[src/nvac_defines.vh]
/*
 Constants for the data EEPROM access controller: SFR addresses, bit
 positions, reset values and timing counts. Assumes a single 200 MHz clock.
*/
// How it works
// - Control bit 3 is program_permit; while zero no write cycle starts.
// - Writing one to bit 2 starts a write; hardware clears it when done.
// - program_cycle_go is ignored unless program_permit was already one.
// - Control bit 1 is fetch_permit; while zero no read cycle starts.
// - Writing one to bit 0 starts a read; hardware clears it when done.
// - fetch_go is ignored unless fetch_permit was already one.
// - Control bits 7 to 4 hold nothing and read zero.
// - Power-on reset clears program_permit.
// - A read loads the indexed byte into cell_value_reg; it stays there.
// - A write stores cell_value_reg at the cell_index_reg location.
// - Write length comes from an asynchronous slow timer, not the clock.
// - Write end sets nv_done_flag; request only if its enable is set.
// - Both enables and stack not full give a request; service clears flag.
// - pointer_high_byte resets to zero, sector 0, hiding the control register.
// - The array holds 32 bytes of 8 bits, with a 5-bit index.
// - Control register decodes only at 40H of sector 1, through the port.
`ifndef NVAC_DEFINES_VH
`define NVAC_DEFINES_VH

`define NVAC_ADDR_IAP 8'h02
`define NVAC_ADDR_PTR_LO 8'h03
`define NVAC_ADDR_PTR_HI 8'h04
`define NVAC_ADDR_INDEX 8'h0c
`define NVAC_ADDR_VALUE 8'h0d
`define NVAC_ADDR_IRQCTL 8'h0e

`define NVAC_CTRL_LOW 8'h40
`define NVAC_CTRL_SECTOR 8'h01

`define NVAC_BIT_FETCH_GO 0
`define NVAC_BIT_FETCH_PERMIT 1
`define NVAC_BIT_PROG_GO 2
`define NVAC_BIT_PROG_PERMIT 3

`define NVAC_BIT_GIE 0
`define NVAC_BIT_DONE_EN 1
`define NVAC_BIT_DONE_FLAG 2

`define NVAC_RESET_BYTE 8'h00
`define NVAC_READ_CYCLES 2'h2
`define NVAC_WRITE_SLOW_EDGES 8'h20

`endif

[src/nvac_ctrl.v]
/*
 Data EEPROM access controller: SFR port for index, value, pointer pair,
 indirect access port and interrupt control; read and self-timed write
 sequencing; write-done request. Assumes the CPU drives the SFR port on clk
 and that slow_clk comes from the free-running low speed oscillator.
*/
`include "nvac_defines.vh"

module nvac_ctrl #(
	parameter [7:0] WRITE_SLOW_EDGES = `NVAC_WRITE_SLOW_EDGES
) (
	input wire clk,
	input wire rst,
	input wire [7:0] sfr_addr,
	input wire [7:0] sfr_wdata,
	input wire sfr_wr,
	input wire sfr_rd,
	output reg [7:0] sfr_rdata,
	input wire slow_clk,
	input wire low_power_req,
	input wire stack_full,
	input wire irq_ack,
	output reg irq_request,
	output reg nv_busy
);

	localparam [1:0] ST_IDLE = 2'h0;
	localparam [1:0] ST_READ = 2'h1;
	localparam [1:0] ST_WRITE = 2'h2;

	reg [7:0] nv_array [0:31];
	reg [4:0] cell_index_reg;
	reg [7:0] cell_value_reg;
	reg [7:0] pointer_low_byte;
	reg [7:0] pointer_high_byte;
	reg program_permit;
	reg program_cycle_go;
	reg fetch_permit;
	reg fetch_go;
	reg global_irq_enable;
	reg nv_done_irq_enable;
	reg nv_done_flag;
	reg [1:0] state;
	reg [1:0] read_cnt;
	reg [7:0] slow_cnt;
	reg slow_sync1;
	reg slow_sync2;
	reg slow_sync3;
	reg store_now;

	wire slow_edge;
	wire read_done;
	wire ctrl_wr;
	wire write_end;
	wire [7:0] ctrl_view;

	// Control register visible only through the port at 40H of sector 1
	function ctrl_hit;
		input [7:0] addr;
		input [7:0] lo;
		input [7:0] hi;
		begin
			ctrl_hit = (addr == `NVAC_ADDR_IAP) && (lo == `NVAC_CTRL_LOW) &&
				(hi == `NVAC_CTRL_SECTOR);
		end
	endfunction

	assign ctrl_wr = sfr_wr && ctrl_hit(sfr_addr, pointer_low_byte, pointer_high_byte);
	assign ctrl_view = {4'h0, program_permit, program_cycle_go, fetch_permit, fetch_go};

	// Slow timer passes two flops before the edge detector sees it
	always @(posedge clk or posedge rst) begin
		if (rst) begin
			slow_sync1 <= 1'b0;
			slow_sync2 <= 1'b0;
			slow_sync3 <= 1'b0;
		end else begin
			slow_sync1 <= slow_clk;
			slow_sync2 <= slow_sync1;
			slow_sync3 <= slow_sync2;
		end
	end

	assign slow_edge = slow_sync2 & ~slow_sync3;
	// Last clock of a read; the byte is taken here
	assign read_done = (state == ST_READ) && (read_cnt == `NVAC_READ_CYCLES - 2'h1);
	// Duration set by slow edges, so write length does not track clk
	assign write_end = (state == ST_WRITE) && slow_edge &&
		(slow_cnt == WRITE_SLOW_EDGES - 8'h01);

	// Sector 0 registers and the pointer pair
	always @(posedge clk or posedge rst) begin
		if (rst) begin
			cell_index_reg <= 5'h00;
			pointer_low_byte <= `NVAC_RESET_BYTE;
			pointer_high_byte <= `NVAC_RESET_BYTE;
		end else if (sfr_wr) begin
			if (sfr_addr == `NVAC_ADDR_INDEX) begin
				cell_index_reg <= sfr_wdata[4:0];
			end else if (sfr_addr == `NVAC_ADDR_PTR_LO) begin
				pointer_low_byte <= sfr_wdata;
			end else if (sfr_addr == `NVAC_ADDR_PTR_HI) begin
				pointer_high_byte <= sfr_wdata;
			end
		end
	end

	// Value register: software writes, read cycles load it
	always @(posedge clk or posedge rst) begin
		if (rst) begin
			cell_value_reg <= `NVAC_RESET_BYTE;
		end else if (read_done && !low_power_req) begin
			// A low power request in the last clock loses the byte
			cell_value_reg <= nv_array[cell_index_reg];
		end else if (sfr_wr && sfr_addr == `NVAC_ADDR_VALUE) begin
			cell_value_reg <= sfr_wdata;
		end
	end

	// Sequencer and control bits
	always @(posedge clk or posedge rst) begin
		if (rst) begin
			state <= ST_IDLE;
			program_permit <= 1'b0;
			program_cycle_go <= 1'b0;
			fetch_permit <= 1'b0;
			fetch_go <= 1'b0;
			read_cnt <= 2'h0;
			slow_cnt <= 8'h00;
			store_now <= 1'b0;
			nv_busy <= 1'b0;
		end else begin
			store_now <= 1'b0;
			if (ctrl_wr) begin
				program_permit <= sfr_wdata[`NVAC_BIT_PROG_PERMIT];
				fetch_permit <= sfr_wdata[`NVAC_BIT_FETCH_PERMIT];
			end
			if (state != ST_IDLE && low_power_req) begin
				// Entering idle or sleep aborts; nothing is stored
				state <= ST_IDLE;
				program_cycle_go <= 1'b0;
				fetch_go <= 1'b0;
				nv_busy <= 1'b0;
			end else begin
				case (state)
				ST_IDLE: begin
					read_cnt <= 2'h0;
					slow_cnt <= 8'h00;
					// Old permit value gates the go bit, so one write cannot do both
					if (ctrl_wr && sfr_wdata[`NVAC_BIT_PROG_GO] && program_permit) begin
						program_cycle_go <= 1'b1;
						state <= ST_WRITE;
						nv_busy <= 1'b1;
					end else if (ctrl_wr && sfr_wdata[`NVAC_BIT_FETCH_GO] &&
						fetch_permit) begin
						// Write wins if software breaks the one-go-bit habit
						fetch_go <= 1'b1;
						state <= ST_READ;
						nv_busy <= 1'b1;
					end
				end
				ST_READ: begin
					read_cnt <= read_cnt + 2'h1;
					if (read_cnt == `NVAC_READ_CYCLES - 2'h1) begin
						fetch_go <= 1'b0;
						state <= ST_IDLE;
						nv_busy <= 1'b0;
					end
				end
				ST_WRITE: begin
					if (slow_edge) begin
						slow_cnt <= slow_cnt + 8'h01;
					end
					if (write_end) begin
						program_cycle_go <= 1'b0;
						store_now <= 1'b1;
						state <= ST_IDLE;
						nv_busy <= 1'b0;
					end
				end
				default: begin
					state <= ST_IDLE;
				end
				endcase
			end
		end
	end

	// Array has no reset: its contents model retained data
	always @(posedge clk) begin
		if (store_now) begin
			nv_array[cell_index_reg] <= cell_value_reg;
		end
	end

	// Interrupt control and the write-done flag; the write-end set beats a clear
	always @(posedge clk or posedge rst) begin
		if (rst) begin
			global_irq_enable <= 1'b0;
			nv_done_irq_enable <= 1'b0;
			nv_done_flag <= 1'b0;
			irq_request <= 1'b0;
		end else begin
			if (sfr_wr && sfr_addr == `NVAC_ADDR_IRQCTL) begin
				global_irq_enable <= sfr_wdata[`NVAC_BIT_GIE];
				nv_done_irq_enable <= sfr_wdata[`NVAC_BIT_DONE_EN];
			end
			if (store_now) begin
				nv_done_flag <= 1'b1;
			end else if (irq_ack) begin
				nv_done_flag <= 1'b0;
			end else if (sfr_wr && sfr_addr == `NVAC_ADDR_IRQCTL) begin
				nv_done_flag <= sfr_wdata[`NVAC_BIT_DONE_FLAG];
			end
			irq_request <= nv_done_flag && nv_done_irq_enable && global_irq_enable &&
				!stack_full && !irq_ack;
		end
	end

	// Registered read data; unmapped addresses read zero
	always @(posedge clk or posedge rst) begin
		if (rst) begin
			sfr_rdata <= 8'h00;
		end else if (sfr_rd) begin
			if (ctrl_hit(sfr_addr, pointer_low_byte, pointer_high_byte)) begin
				sfr_rdata <= ctrl_view;
			end else if (sfr_addr == `NVAC_ADDR_INDEX) begin
				sfr_rdata <= {3'h0, cell_index_reg};
			end else if (sfr_addr == `NVAC_ADDR_VALUE) begin
				sfr_rdata <= cell_value_reg;
			end else if (sfr_addr == `NVAC_ADDR_PTR_LO) begin
				sfr_rdata <= pointer_low_byte;
			end else if (sfr_addr == `NVAC_ADDR_PTR_HI) begin
				sfr_rdata <= pointer_high_byte;
			end else if (sfr_addr == `NVAC_ADDR_IRQCTL) begin
				sfr_rdata <= {5'h00, nv_done_flag, nv_done_irq_enable, global_irq_enable};
			end else begin
				sfr_rdata <= 8'h00;
			end
		end
	end

endmodule // nvac_ctrl

[config.mk]
export PLATFORM = sky130hd
export DESIGN_NAME = nvac_ctrl
export DESIGN_NICKNAME = d
export VERILOG_FILES = /design/src/nvac_ctrl.v
export VERILOG_INCLUDE_DIRS = /design/src
export SDC_FILE = /design/constraint.sdc
export NUM_CORES = 1
export LEC_CHECK = 0
export ABC_CLOCK_PERIOD_IN_PS = 8000
export BUFFER_PORTS_ARGS = -buffer_cell sky130_fd_sc_hd__clkbuf_2
export CAP_MARGIN = 20
export CORE_MARGIN = 4
export CORE_UTILIZATION = 45
export DETAILED_ROUTE_END_ITERATION = 12
export HOLD_SLACK_MARGIN = 0.03
export MAX_ROUTING_LAYER = met4
export PLACE_DENSITY = 0.58
export SYNTH_ARGS = -nofsm -noshare
export SYNTH_HDL_FRONTEND = slang
export SYNTH_SLANG_ARGS = --single-unit
[constraint.sdc]
create_clock -name clk -period 8 [get_ports clk]
set_clock_uncertainty 0.2 [all_clocks]
set_input_delay 0.8 -clock clk [delete_from_list [all_inputs] [get_ports clk]]
set_output_delay 0.8 -clock clk [all_outputs]
set_load 0.01 [all_outputs]
### After elaboration in Yosys (flattened, before gate mapping)

Memories as Yosys holds them, arrays and structs flattened.
Cells that the tools add are included.

| storage, ports and cells | value |
|---|---|
| memories | 1 |
| input port bits | 24 |
| logic and storage cells | 124 |
| bits in registers | 62 |
| bits in latches | 0 |
| bits in writable memories | 256 |
| bits in read-only memories | 0 |

| operators by class | value |
|---|---|
| equality and inequality tests | 19 |
| mux-type cells | 37 |
| $add $sub $neg | 2 |
| bitwise operators | 5 |
| shifts and indexed selects | 0 |
| reductions and logical operators | 39 |
| div/mod/pow operators | 0 |
| $lt $le $gt $ge | 0 |
| multiply operators | 0 |

Memory list:

| name | words | bits a word | read ports | clocked after Yosys merged registers in | wr ports | RTL line | text |
|---|---|---|---|---|---|---|---|
| nv_array | 32 | 8 | 1 | 0 | 1 | nvac_ctrl.v:31 | `reg [7:0] nv_array [0:31];` |

Operators with widths:

| operator | number |
|---|---|
| two-way mux 8 bit | 8 |
| equality test 8 x 4 -> 1 bit (second input constant) | 3 |
| logical AND 1 bit | 18 |
| two-way mux 1 bit | 17 |
| equality test 8 x 2 -> 1 bit (second input constant) | 2 |
| one-hot mux 8 bit (2 select lines) | 1 |
| AND reduction 3 bit | 4 |
| AND reduction 4 bit | 3 |
| two-way mux 2 bit | 5 |
| != test 3 bit (second input constant) | 3 |
| nonzero test 3 bit | 3 |
| adder 8 x 1 -> 8 bit (second input constant) | 1 |
| equality test 8 x 1 -> 1 bit (second input constant) | 1 |
| equality test 8 x 3 -> 1 bit (second input constant) | 1 |
| equality test 8 x 5 -> 1 bit (second input constant) | 1 |
| equality test 8 x 7 -> 1 bit (second input constant) | 1 |
| nonzero test 2 bit | 4 |
| one-hot mux 2 bit (3 select lines) | 1 |
| equality test 2 x 1 -> 1 bit (second input constant) | 2 |
| != test 4 bit (second input constant) | 1 |
| NOT 1 bit | 4 |
| one-hot mux 1 bit (2 select lines) | 2 |
| one-hot mux 2 bit (2 select lines) | 1 |
| AND reduction 2 bit | 2 |
| 11 further kinds | 13 |

### Depth between registers and ports, before layout

Gate-level depths: netlist of the first run.

| logic depth | value |
|---|---|
| depth after elaboration | 10 |
| mapped depth | 10 |

### Least setup slack after synthesis of the first run

No wires, ideal clock.

| timing path | value |
|---|---|
| path kind | in2reg |
| start | input sfr_addr[5] |
| end | register program_cycle_go |
| required time | 7.676 ns |
| path buffers | 1 |
| stages | 6 |
| arrival | 2.797 ns |
| setup slack | 4.879 ns |
| path through | or4_1 > or2_4 > or4b_1 > clkbuf_2 > o311a_1 > a211o_1 |

| on the way | value |
|---|---|
| word-level cells in the longest chain between the ends | 8 |

Ends and longest elaborated chain:

| item | RTL line | text |
|---|---|---|
| start: declaration | nvac_ctrl.v:14 | `input wire [7:0] sfr_addr,` |
| equality test 8 x 2 -> 1 bit (no line) | n/a |  |
| logical AND 1 bit (2 in a row) | nvac_ctrl.v:63 | `` ctrl_hit = (addr == `NVAC_ADDR_IAP) && (lo == `NVAC_CTRL_LOW) && `` |
| logical AND 1 bit | nvac_ctrl.v:68 | `assign ctrl_wr = sfr_wr && ctrl_hit(sfr_addr, pointer_low_byte, pointer_high_byte);` |
| logical AND 1 bit (2 in a row) | nvac_ctrl.v:150 | `` if (ctrl_wr && sfr_wdata[`NVAC_BIT_PROG_GO] && program_permit) begin `` |
| != test 3 bit (no line) | n/a |  |
| AND reduction 3 bit (no line) | n/a |  |
| end signal: assignment | nvac_ctrl.v:141 | `program_cycle_go <= 1'b0;` |
| end signal: assignment | nvac_ctrl.v:151 | `program_cycle_go <= 1'b1;` |
| end signal: assignment | nvac_ctrl.v:175 | `program_cycle_go <= 1'b0;` |
| end: declaration | nvac_ctrl.v:37 | `reg program_cycle_go;` |

Every way passes these cells.
A chain may end at the register's enable or synchronous reset.

### Worst setup path in the final report of the first run

| timing path | value |
|---|---|
| start | register cell_index_reg[1] |
| end | register cell_value_reg[5] |

| on the way | value |
|---|---|
| word-level cells in the longest chain between the ends | 2 |

Ends and longest elaborated chain:

| item | RTL line | text |
|---|---|---|
| start: declaration | nvac_ctrl.v:32 | `reg [4:0] cell_index_reg;` |
| start signal: assignment | nvac_ctrl.v:99 | `cell_index_reg <= sfr_wdata[4:0];` |
| memory read (32 x 8 bit) | n/a |  |
| two-way mux 8 bit | nvac_ctrl.v:112 | `end else if (read_done && !low_power_req) begin` |
| end signal: assignment | nvac_ctrl.v:111 | `` cell_value_reg <= `NVAC_RESET_BYTE; `` |
| end signal: assignment | nvac_ctrl.v:114 | `cell_value_reg <= nv_array[cell_index_reg];` |
| end signal: assignment | nvac_ctrl.v:116 | `cell_value_reg <= sfr_wdata;` |
| end: declaration | nvac_ctrl.v:33 | `reg [7:0] cell_value_reg;` |

Every way passes these cells.

==> impl_metrics.csv, run 1 <==
group,metric,value,unit
power,leakage,4.95,nW
clock_tree,clock-sinks,318,
floorplan,die_height,179,um
timing,grt_setup_unrepaired,"false",
power,p_int,0.00275,W
worst_setup_path,worstSetupStartpointType,"flip-flop",
status,outcome,"finished clean",
grt,use_met2,0.307,
timing,slew_headroom,0.179,
power,vdd_ir_drop_max,0.000223,V
grt,top_usage_layer,"met2",
grt,use_met1,0.274,
worst_hold_path,hold_path.class,"flip-flop to flip-flop",
timing,drv_slew,0,
worst_setup_path,cp.arrival,3800,ps
clock_tree,path_clk_slew,50,ps
floorplan,die_area,32200,um2
clock_tree,cts.repair.resized,0,
route,post_drt_wl_per_cell,24.3,um
worst_hold_path,hold_end,"slow_sync2$_DFF_PP0_",
yosys,syn_avg_cell_area,15.8,um2
cells_and_area,final_layout_size_suffix_gt1_frac,0.189,
floorplan,io-pin-count,34,
grt,gr-usage-met3,0.0384,
floorplan,coreArea,28900,um2
placed_design,placed_cells,1223,
route,postRouteAntennaNets,0,
worst_setup_path,end_kind,"flip-flop",
yosys,yosysTopAreaCell,"edfxtp_1",
worst_setup_path,cp-startpoint,"cell_index_reg[1]$_DFFE_PP0P_",
floorplan,fp.dieW,179,um
yosys,syn-cell-area,13200,um2
power,swShare,0.209,
grt,antenna_found_initial,0,
worst_hold_path,hp-start,"slow_sync1$_DFF_PP0_",
yosys,syn_inst,838,
yosys,synth_fp_nets,867,
cells_and_area,finalNetCount,909,
power,power_frac_seq,0.522,
power,power.density,233,nW/um2
flow_run,drv_cap,0,
worst_setup_path,ff2ff_path_depth,6,
yosys,synth_top_area_frac,0.581,
cells_and_area,stdcell_count,1290,
yosys,synth.area.top_cells,"edfxtp_1 (58%), dfrtp_1 (12%), mux2i_1 (5.9%)",
yosys,async_flop_share,0.195,
yosys,synth-edff-count,256,
grt,grt_pass1_vias,7788,
yosys,synth-seq-cells,318,
timing,final-hold-violation-count,0,
floorplan,start_util,0.458,
yosys,synth_ff_type,"edfxtp_1",
worst_hold_path,min_path_cells,0,
clock_tree,clk_latency,510,ps
grt,grt_usage,0.197,
route,vias,7670,
route,first_pass_iters,5,
power,clockPowerShare,0.438,
clock_tree,cts_tree,"done",
route,drtIter0Drc,783,
cells_and_area,largest_reg_flops,256,
power,comb_power_share,0.040,
route,drt_drc_violations_left,0,
timing,setup_violations,0,
timing,fmax,0.273,GHz
yosys,synth_cell_types,64,
power,power_switching,0.000728,W
worst_setup_path,r2r-start,"cell_index_reg[1]$_DFFE_PP0P_",
yosys,yosysWarnings,0,
placed_design,place_hpwl,20.0,mm
worst_setup_path,r2r-end,"cell_value_reg[5]$_DFFE_PP0P_",
placed_design,post_dp_cell_area,13800,um2
clock_tree,numCtsBuffers,35,
floorplan,rows,62,
worst_setup_path,worst-setup-path-type,"flip-flop to flip-flop",
worst_setup_path,reg2reg_slack,4330,ps
yosys,ys_seq_area_frac,0.698,
cells_and_area,syn_to_final_growth,12.9,%
cells_and_area,regMostFlops,"nv_array",
clock_tree,ctsHtreeMaxLevel,2,
placed_design,port_buffers,33,
route,via_per_inst,5.95,
timing,tns,0,ps
grt,grt_max_degree,63,
grt,grt_pass1_wl,48.2,mm
worst_setup_path,cp_max_fo,45,
placed_design,place_congestion,0.926,
clock_tree,cts_root_buf,"clkbuf_16",
route,wirelength,31.3,mm
clock_tree,clockBufferDepth,3,
timing,worst_pin_slew,1200,ps
clock_tree,cts_hold_buf,0,
cells_and_area,diodes,0,
grt,grt.overflow.total,0,
worst_setup_path,worstPathRequired,8130,ps
timing,period_needed,3670,ps
timing,fin_crit_sh,0.458,
cells_and_area,design_area,14900,um2
timing,hold_ws,167,ps
clock_tree,cts_setup_buffers,0,
==> how the worst max path moves through the flow <==
| stage | endpoint | slack [ps] |
|---|---|---|
| final | cell_value_reg[5]$_DFFE_PP0P_ | 4330 |
| after global routing | cell_value_reg[5]$_DFFE_PP0P_ | 4260 |
| after CTS | cell_value_reg[5]$_DFFE_PP0P_ | 4390 |
| after detailed placement | pointer_high_byte[4]$_DFFE_PP0P_ | 4300 |
| after global placement | cell_value_reg[5]$_DFFE_PP0P_ | 4420 |
| after floorplan | program_cycle_go$_DFFE_PP0P_ | 4880 |
==> metrics by stage <==
stage	setup slack (ps)	utilization	total power, W
after floorplan	4880	-	0.00193
after global placement	4420	0.478	0.00198
after detailed placement	4300	0.478	0.00198
after CTS	4390	0.516	0.00351
after global routing	4260	0.517	0.00360
final	4330	0.517	0.00347
==> placed cells by master (no fill, tap or decap), drive strengths merged, types with 13 or more instances in the layout <==
master  instances
o21ai          17
o22ai          18
nand2          31
mux2i          78
nor2           58
mux2           31
clkbuf         85
mux4           27
buf            13
nand3          13
nor4           15
edfxtp        256
dfrtp          62
==> cell usage after synthesis, drive strengths merged (2+ instances only) <==
library cell and number:
or2 5, buf 18, nand3 13, and3 4, nor4bb 4, xor2 3, xnor2 2, dfrtp 62
nand4b 5, nand2b 9, o22ai 18, o21bai 3, clkbuf 26, a32oi 6, nor2b 11, or3 8
nor3 11, a211oi 6, nand3b 5, and4 3, nand4 6, nand4bb 2, o211ai 12, and2 2
mux2i 78, nor2 58, inv 8, edfxtp 256, a22oi 8, or4b 3, o31ai 6, nor4 15
ha 5, mux2 31, o21ai 17, a2111oi 2, nand2 31, a21oi 12, a221oi 5, o32ai 4
o311ai 2, mux4 27, a31oi 8, or4 3
==> per-layer routing <==
layer  part of all wire  wire length [um]
met1               0.44             13700
met2               0.47             14900
met3              0.068              2120
met4              0.019               605
met5                  0                 0
==> final cells by class <==
cell class                 instances  area [um2]
fill                            2432       13900
sequential                       318        9240
multi-input combinational        467        3780
clock buffer                      49         990
tap                              384         480
timing repair buffer              49         303
clock inverter                    14         104
inverter                           9        33.8
==> logic make-up (layout without fill, tap and decap cells) <==
group / Yosys count / count (layout) / synth area share
buf+inv: 53 / 121 / 0.0160
flops: 318 / 318 / 0.698
compound gates: 118 / 118 / 0.0623
xor+xnor: 5 / 5 / 0.00331
mux: 136 / 136 / 0.131
simple gates: 203 / 203 / 0.0839
fa+ha+maj: 5 / 5 / 0.00473
==> power groups by stage <==
stage / registers [W] / logic, W / clock network (W)
floorplan: 0.00185 / 0.0000816 / 0
global placement: 0.00185 / 0.000132 / 0
detailed placement: 0.00185 / 0.000135 / 0
CTS: 0.00182 / 0.000135 / 0.00156
global route: 0.00182 / 0.000149 / 0.00163
finish: 0.00181 / 0.000138 / 0.00152
==> critical path, cell delays in order, from the launching register on <==
cell       delay, ps
dfrtp_4          700
buf_4            680
mux2_2           410
nand4b_1         100
nand4_1          150
a2111oi_0       1110
a21oi_1           80
(Power assumes the default switching activity.)
==> run 2: changes to the inputs <==
--- a/config.mk
+++ b/config.mk
@@ -6,7 +6,7 @@
 export SDC_FILE = /design/constraint.sdc
 export NUM_CORES = 1
 export LEC_CHECK = 0
-export ABC_CLOCK_PERIOD_IN_PS = 8000
+export ABC_CLOCK_PERIOD_IN_PS = 2950
 export BUFFER_PORTS_ARGS = -buffer_cell sky130_fd_sc_hd__clkbuf_2
 export CAP_MARGIN = 20
 export CORE_MARGIN = 4
@@ -14,7 +14,7 @@
 export DETAILED_ROUTE_END_ITERATION = 12
 export HOLD_SLACK_MARGIN = 0.03
 export MAX_ROUTING_LAYER = met4
-export PLACE_DENSITY = 0.58
+export PLACE_DENSITY = 0.6
 export SYNTH_ARGS = -nofsm -noshare
 export SYNTH_HDL_FRONTEND = slang
 export SYNTH_SLANG_ARGS = --single-unit
==> constraint.sdc (replaced) <==
create_clock -name clk -period 2.95 [get_ports clk]
set_clock_uncertainty 0.2 [all_clocks]
set_input_delay 0.295 -clock clk [delete_from_list [all_inputs] [get_ports clk]]
set_output_delay 0.295 -clock clk [all_outputs]
set_load 0.01 [all_outputs]
==> impl_metrics.csv, run 2 (same netlist as run 1, synthesis figures left out) <==
group,metric,value,unit
clock_tree,ctsHtreeMaxLevel,2,
clock_tree,cts_tree,"done",
clock_tree,cts_hold_buf,15,
placed_design,port_buffers,33,
placed_design,place_hpwl,21.0,mm
grt,grt_usage,0.198,
worst_hold_path,hold_path.class,"input pin to flip-flop",
clock_tree,cts_root_buf,"clkbuf_16",
cells_and_area,design_area,15500,um2
floorplan,coreArea,28900,um2
cells_and_area,syn_to_final_growth,17.4,%
floorplan,fp.dieW,179,um
clock_tree,cts_setup_buffers,0,
route,vias,7866,
route,drt_drc_violations_left,0,
timing,setup_violations,0,
power,power_frac_seq,0.534,
timing,period_needed,2720,ps
clock_tree,clk_latency,510,ps
power,clockPowerShare,0.424,
worst_setup_path,cp.arrival,2900,ps
worst_setup_path,worst-setup-path-type,"flip-flop to flip-flop",
timing,hold_ws,50.3,ps
cells_and_area,regMostFlops,"nv_array",
worst_setup_path,cpMostUsedCell,"a21oi_1",
placed_design,place_congestion,0.885,
route,post_drt_wl_per_cell,22.9,um
power,power.density,596,nW/um2
worst_setup_path,path_buf_inv,1,
cells_and_area,final_layout_size_suffix_gt1_frac,0.233,
clock_tree,clock-sinks,318,
cells_and_area,largest_reg_flops,256,
status,outcome,"finished clean",
route,drtIter0Drc,726,
grt,grt_pass1_vias,7790,
power,swShare,0.207,
floorplan,start_util,0.458,
worst_setup_path,cp_top_family,"compound AO/OA/AOI/OAI gates",
timing,grt_setup_unrepaired,"false",
timing,worst_pin_slew,746,ps
worst_setup_path,max_stage_delay,740,ps
route,first_pass_iters,5,
flow_run,drv_cap,0,
route,via_per_inst,5.78,
clock_tree,cts.repair.resized,0,
grt,antenna_found_initial,0,
floorplan,io-pin-count,34,
grt,grt.overflow.total,0,
cells_and_area,stdcell_count,1362,
power,power_switching,0.00192,W
worst_setup_path,cp_slowest_cell,"dfrtp_2",
worst_setup_path,worstPathRequired,3130,ps
cells_and_area,finalNetCount,987,
route,postRouteAntennaNets,0,
power,p_int,0.00733,W
clock_tree,clockBufferDepth,3,
timing,fin_crit_sh,0.923,
worst_setup_path,crit_chain,"mux4_2 > a21oi_1 > o31ai_1 > a2111oi_0 > buf_4 > a21oi_1",
floorplan,die_area,32200,um2
timing,slew_headroom,0.503,
cells_and_area,diodes,0,
worst_setup_path,end_kind,"flip-flop",
clock_tree,path_clk_slew,60,ps
timing,drv_slew,0,
floorplan,die_height,179,um
worst_setup_path,worstSetupStartpointType,"flip-flop",
placed_design,post_dp_cell_area,14400,um2
timing,fmax,0.367,GHz
route,wirelength,31.2,mm
timing,final-hold-violation-count,0,
placed_design,placed_cells,1291,
floorplan,rows,62,
power,vdd_ir_drop_max,0.000438,V
power,leakage,5.32,nW
worst_setup_path,cp_max_fo,21,
cells_and_area,layout_commonest_cell,"edfxtp_1",
grt,grt_max_degree,39,
timing,tns,0,ps
clock_tree,numCtsBuffers,34,
grt,grt_pass1_wl,48.6,mm
power,comb_power_share,0.042,
cells_and_area,final_cell_mix,"edfxtp_1 (256), mux2i_1 (78), buf_4 (76), dfrtp_1 (60), nor2_1 (58)",
-- run 2: layout make-up --
class	count	area, um2
repair buffers	128	973
clock buffers	47	931
well taps	384	480
fillers	2413	13300
clock inverters	9	91.3
flip-flops and latches	318	9240
inverters	9	33.8
multi-input cells	467	3780
-- run 2: path summary, 6_finish.rpt --
path,from,depth (start not counted),to,slack (ps)
max in group asynchronous,rst,4,cell_index_reg[1]$_DFFE_PP0P_,1590
max,cell_index_reg[0]$_DFFE_PP0P_,6,cell_value_reg[5]$_DFFE_PP0P_,230
min reg2reg,slow_sync1$_DFF_PP0_,0,slow_sync2$_DFF_PP0_,150
max reg2reg,cell_index_reg[0]$_DFFE_PP0P_,6,cell_value_reg[5]$_DFFE_PP0P_,230
min,low_power_req,3,program_cycle_go$_DFFE_PP0P_,50
min in group asynchronous,rst,3,cell_value_reg[4]$_DFFE_PP0P_,180
-- run 2: per-stage QoR --
stage                     utilization  setup WS (ps)  total power [W]
after global routing            0.538           67.7          0.00958
after floorplan                     -            118          0.00523
final                           0.538            228          0.00925
after global placement          0.497            154          0.00540
after detailed placement        0.498            126          0.00540
after CTS                       0.538            230          0.00935
-- run 2: worst reg2reg max path, stage by stage (launching register included) --
cell and delay (ps):
dfrtp_2 740, mux4_2 590, a21oi_1 200, o31ai_1 140, a2111oi_0 490, buf_4 190, a21oi_1 40
-- run 2: layer usage --
metal / GRT usage / vias up / wire length (um)
met5: - / - / 0
met4: 0.0482 / 0 / 660
met3: 0.0273 / 44 / 1770
met2: 0.306 / 262 / 14800
met1: 0.284 / 3970 / 14000
li1: - / 3590 / -
-- run 2: power by group through the flow --
| stage | Clock (W) | Sequential, W | Combinational (W) |
|---|---|---|---|
| finish | 0.00392 | 0.00494 | 0.000389 |
| global route | 0.00421 | 0.00494 | 0.000423 |
| CTS | 0.00402 | 0.00494 | 0.000390 |
| global placement | 0 | 0.00503 | 0.000365 |
| floorplan | 0 | 0.00501 | 0.000221 |
| detailed placement | 0 | 0.00503 | 0.000375 |
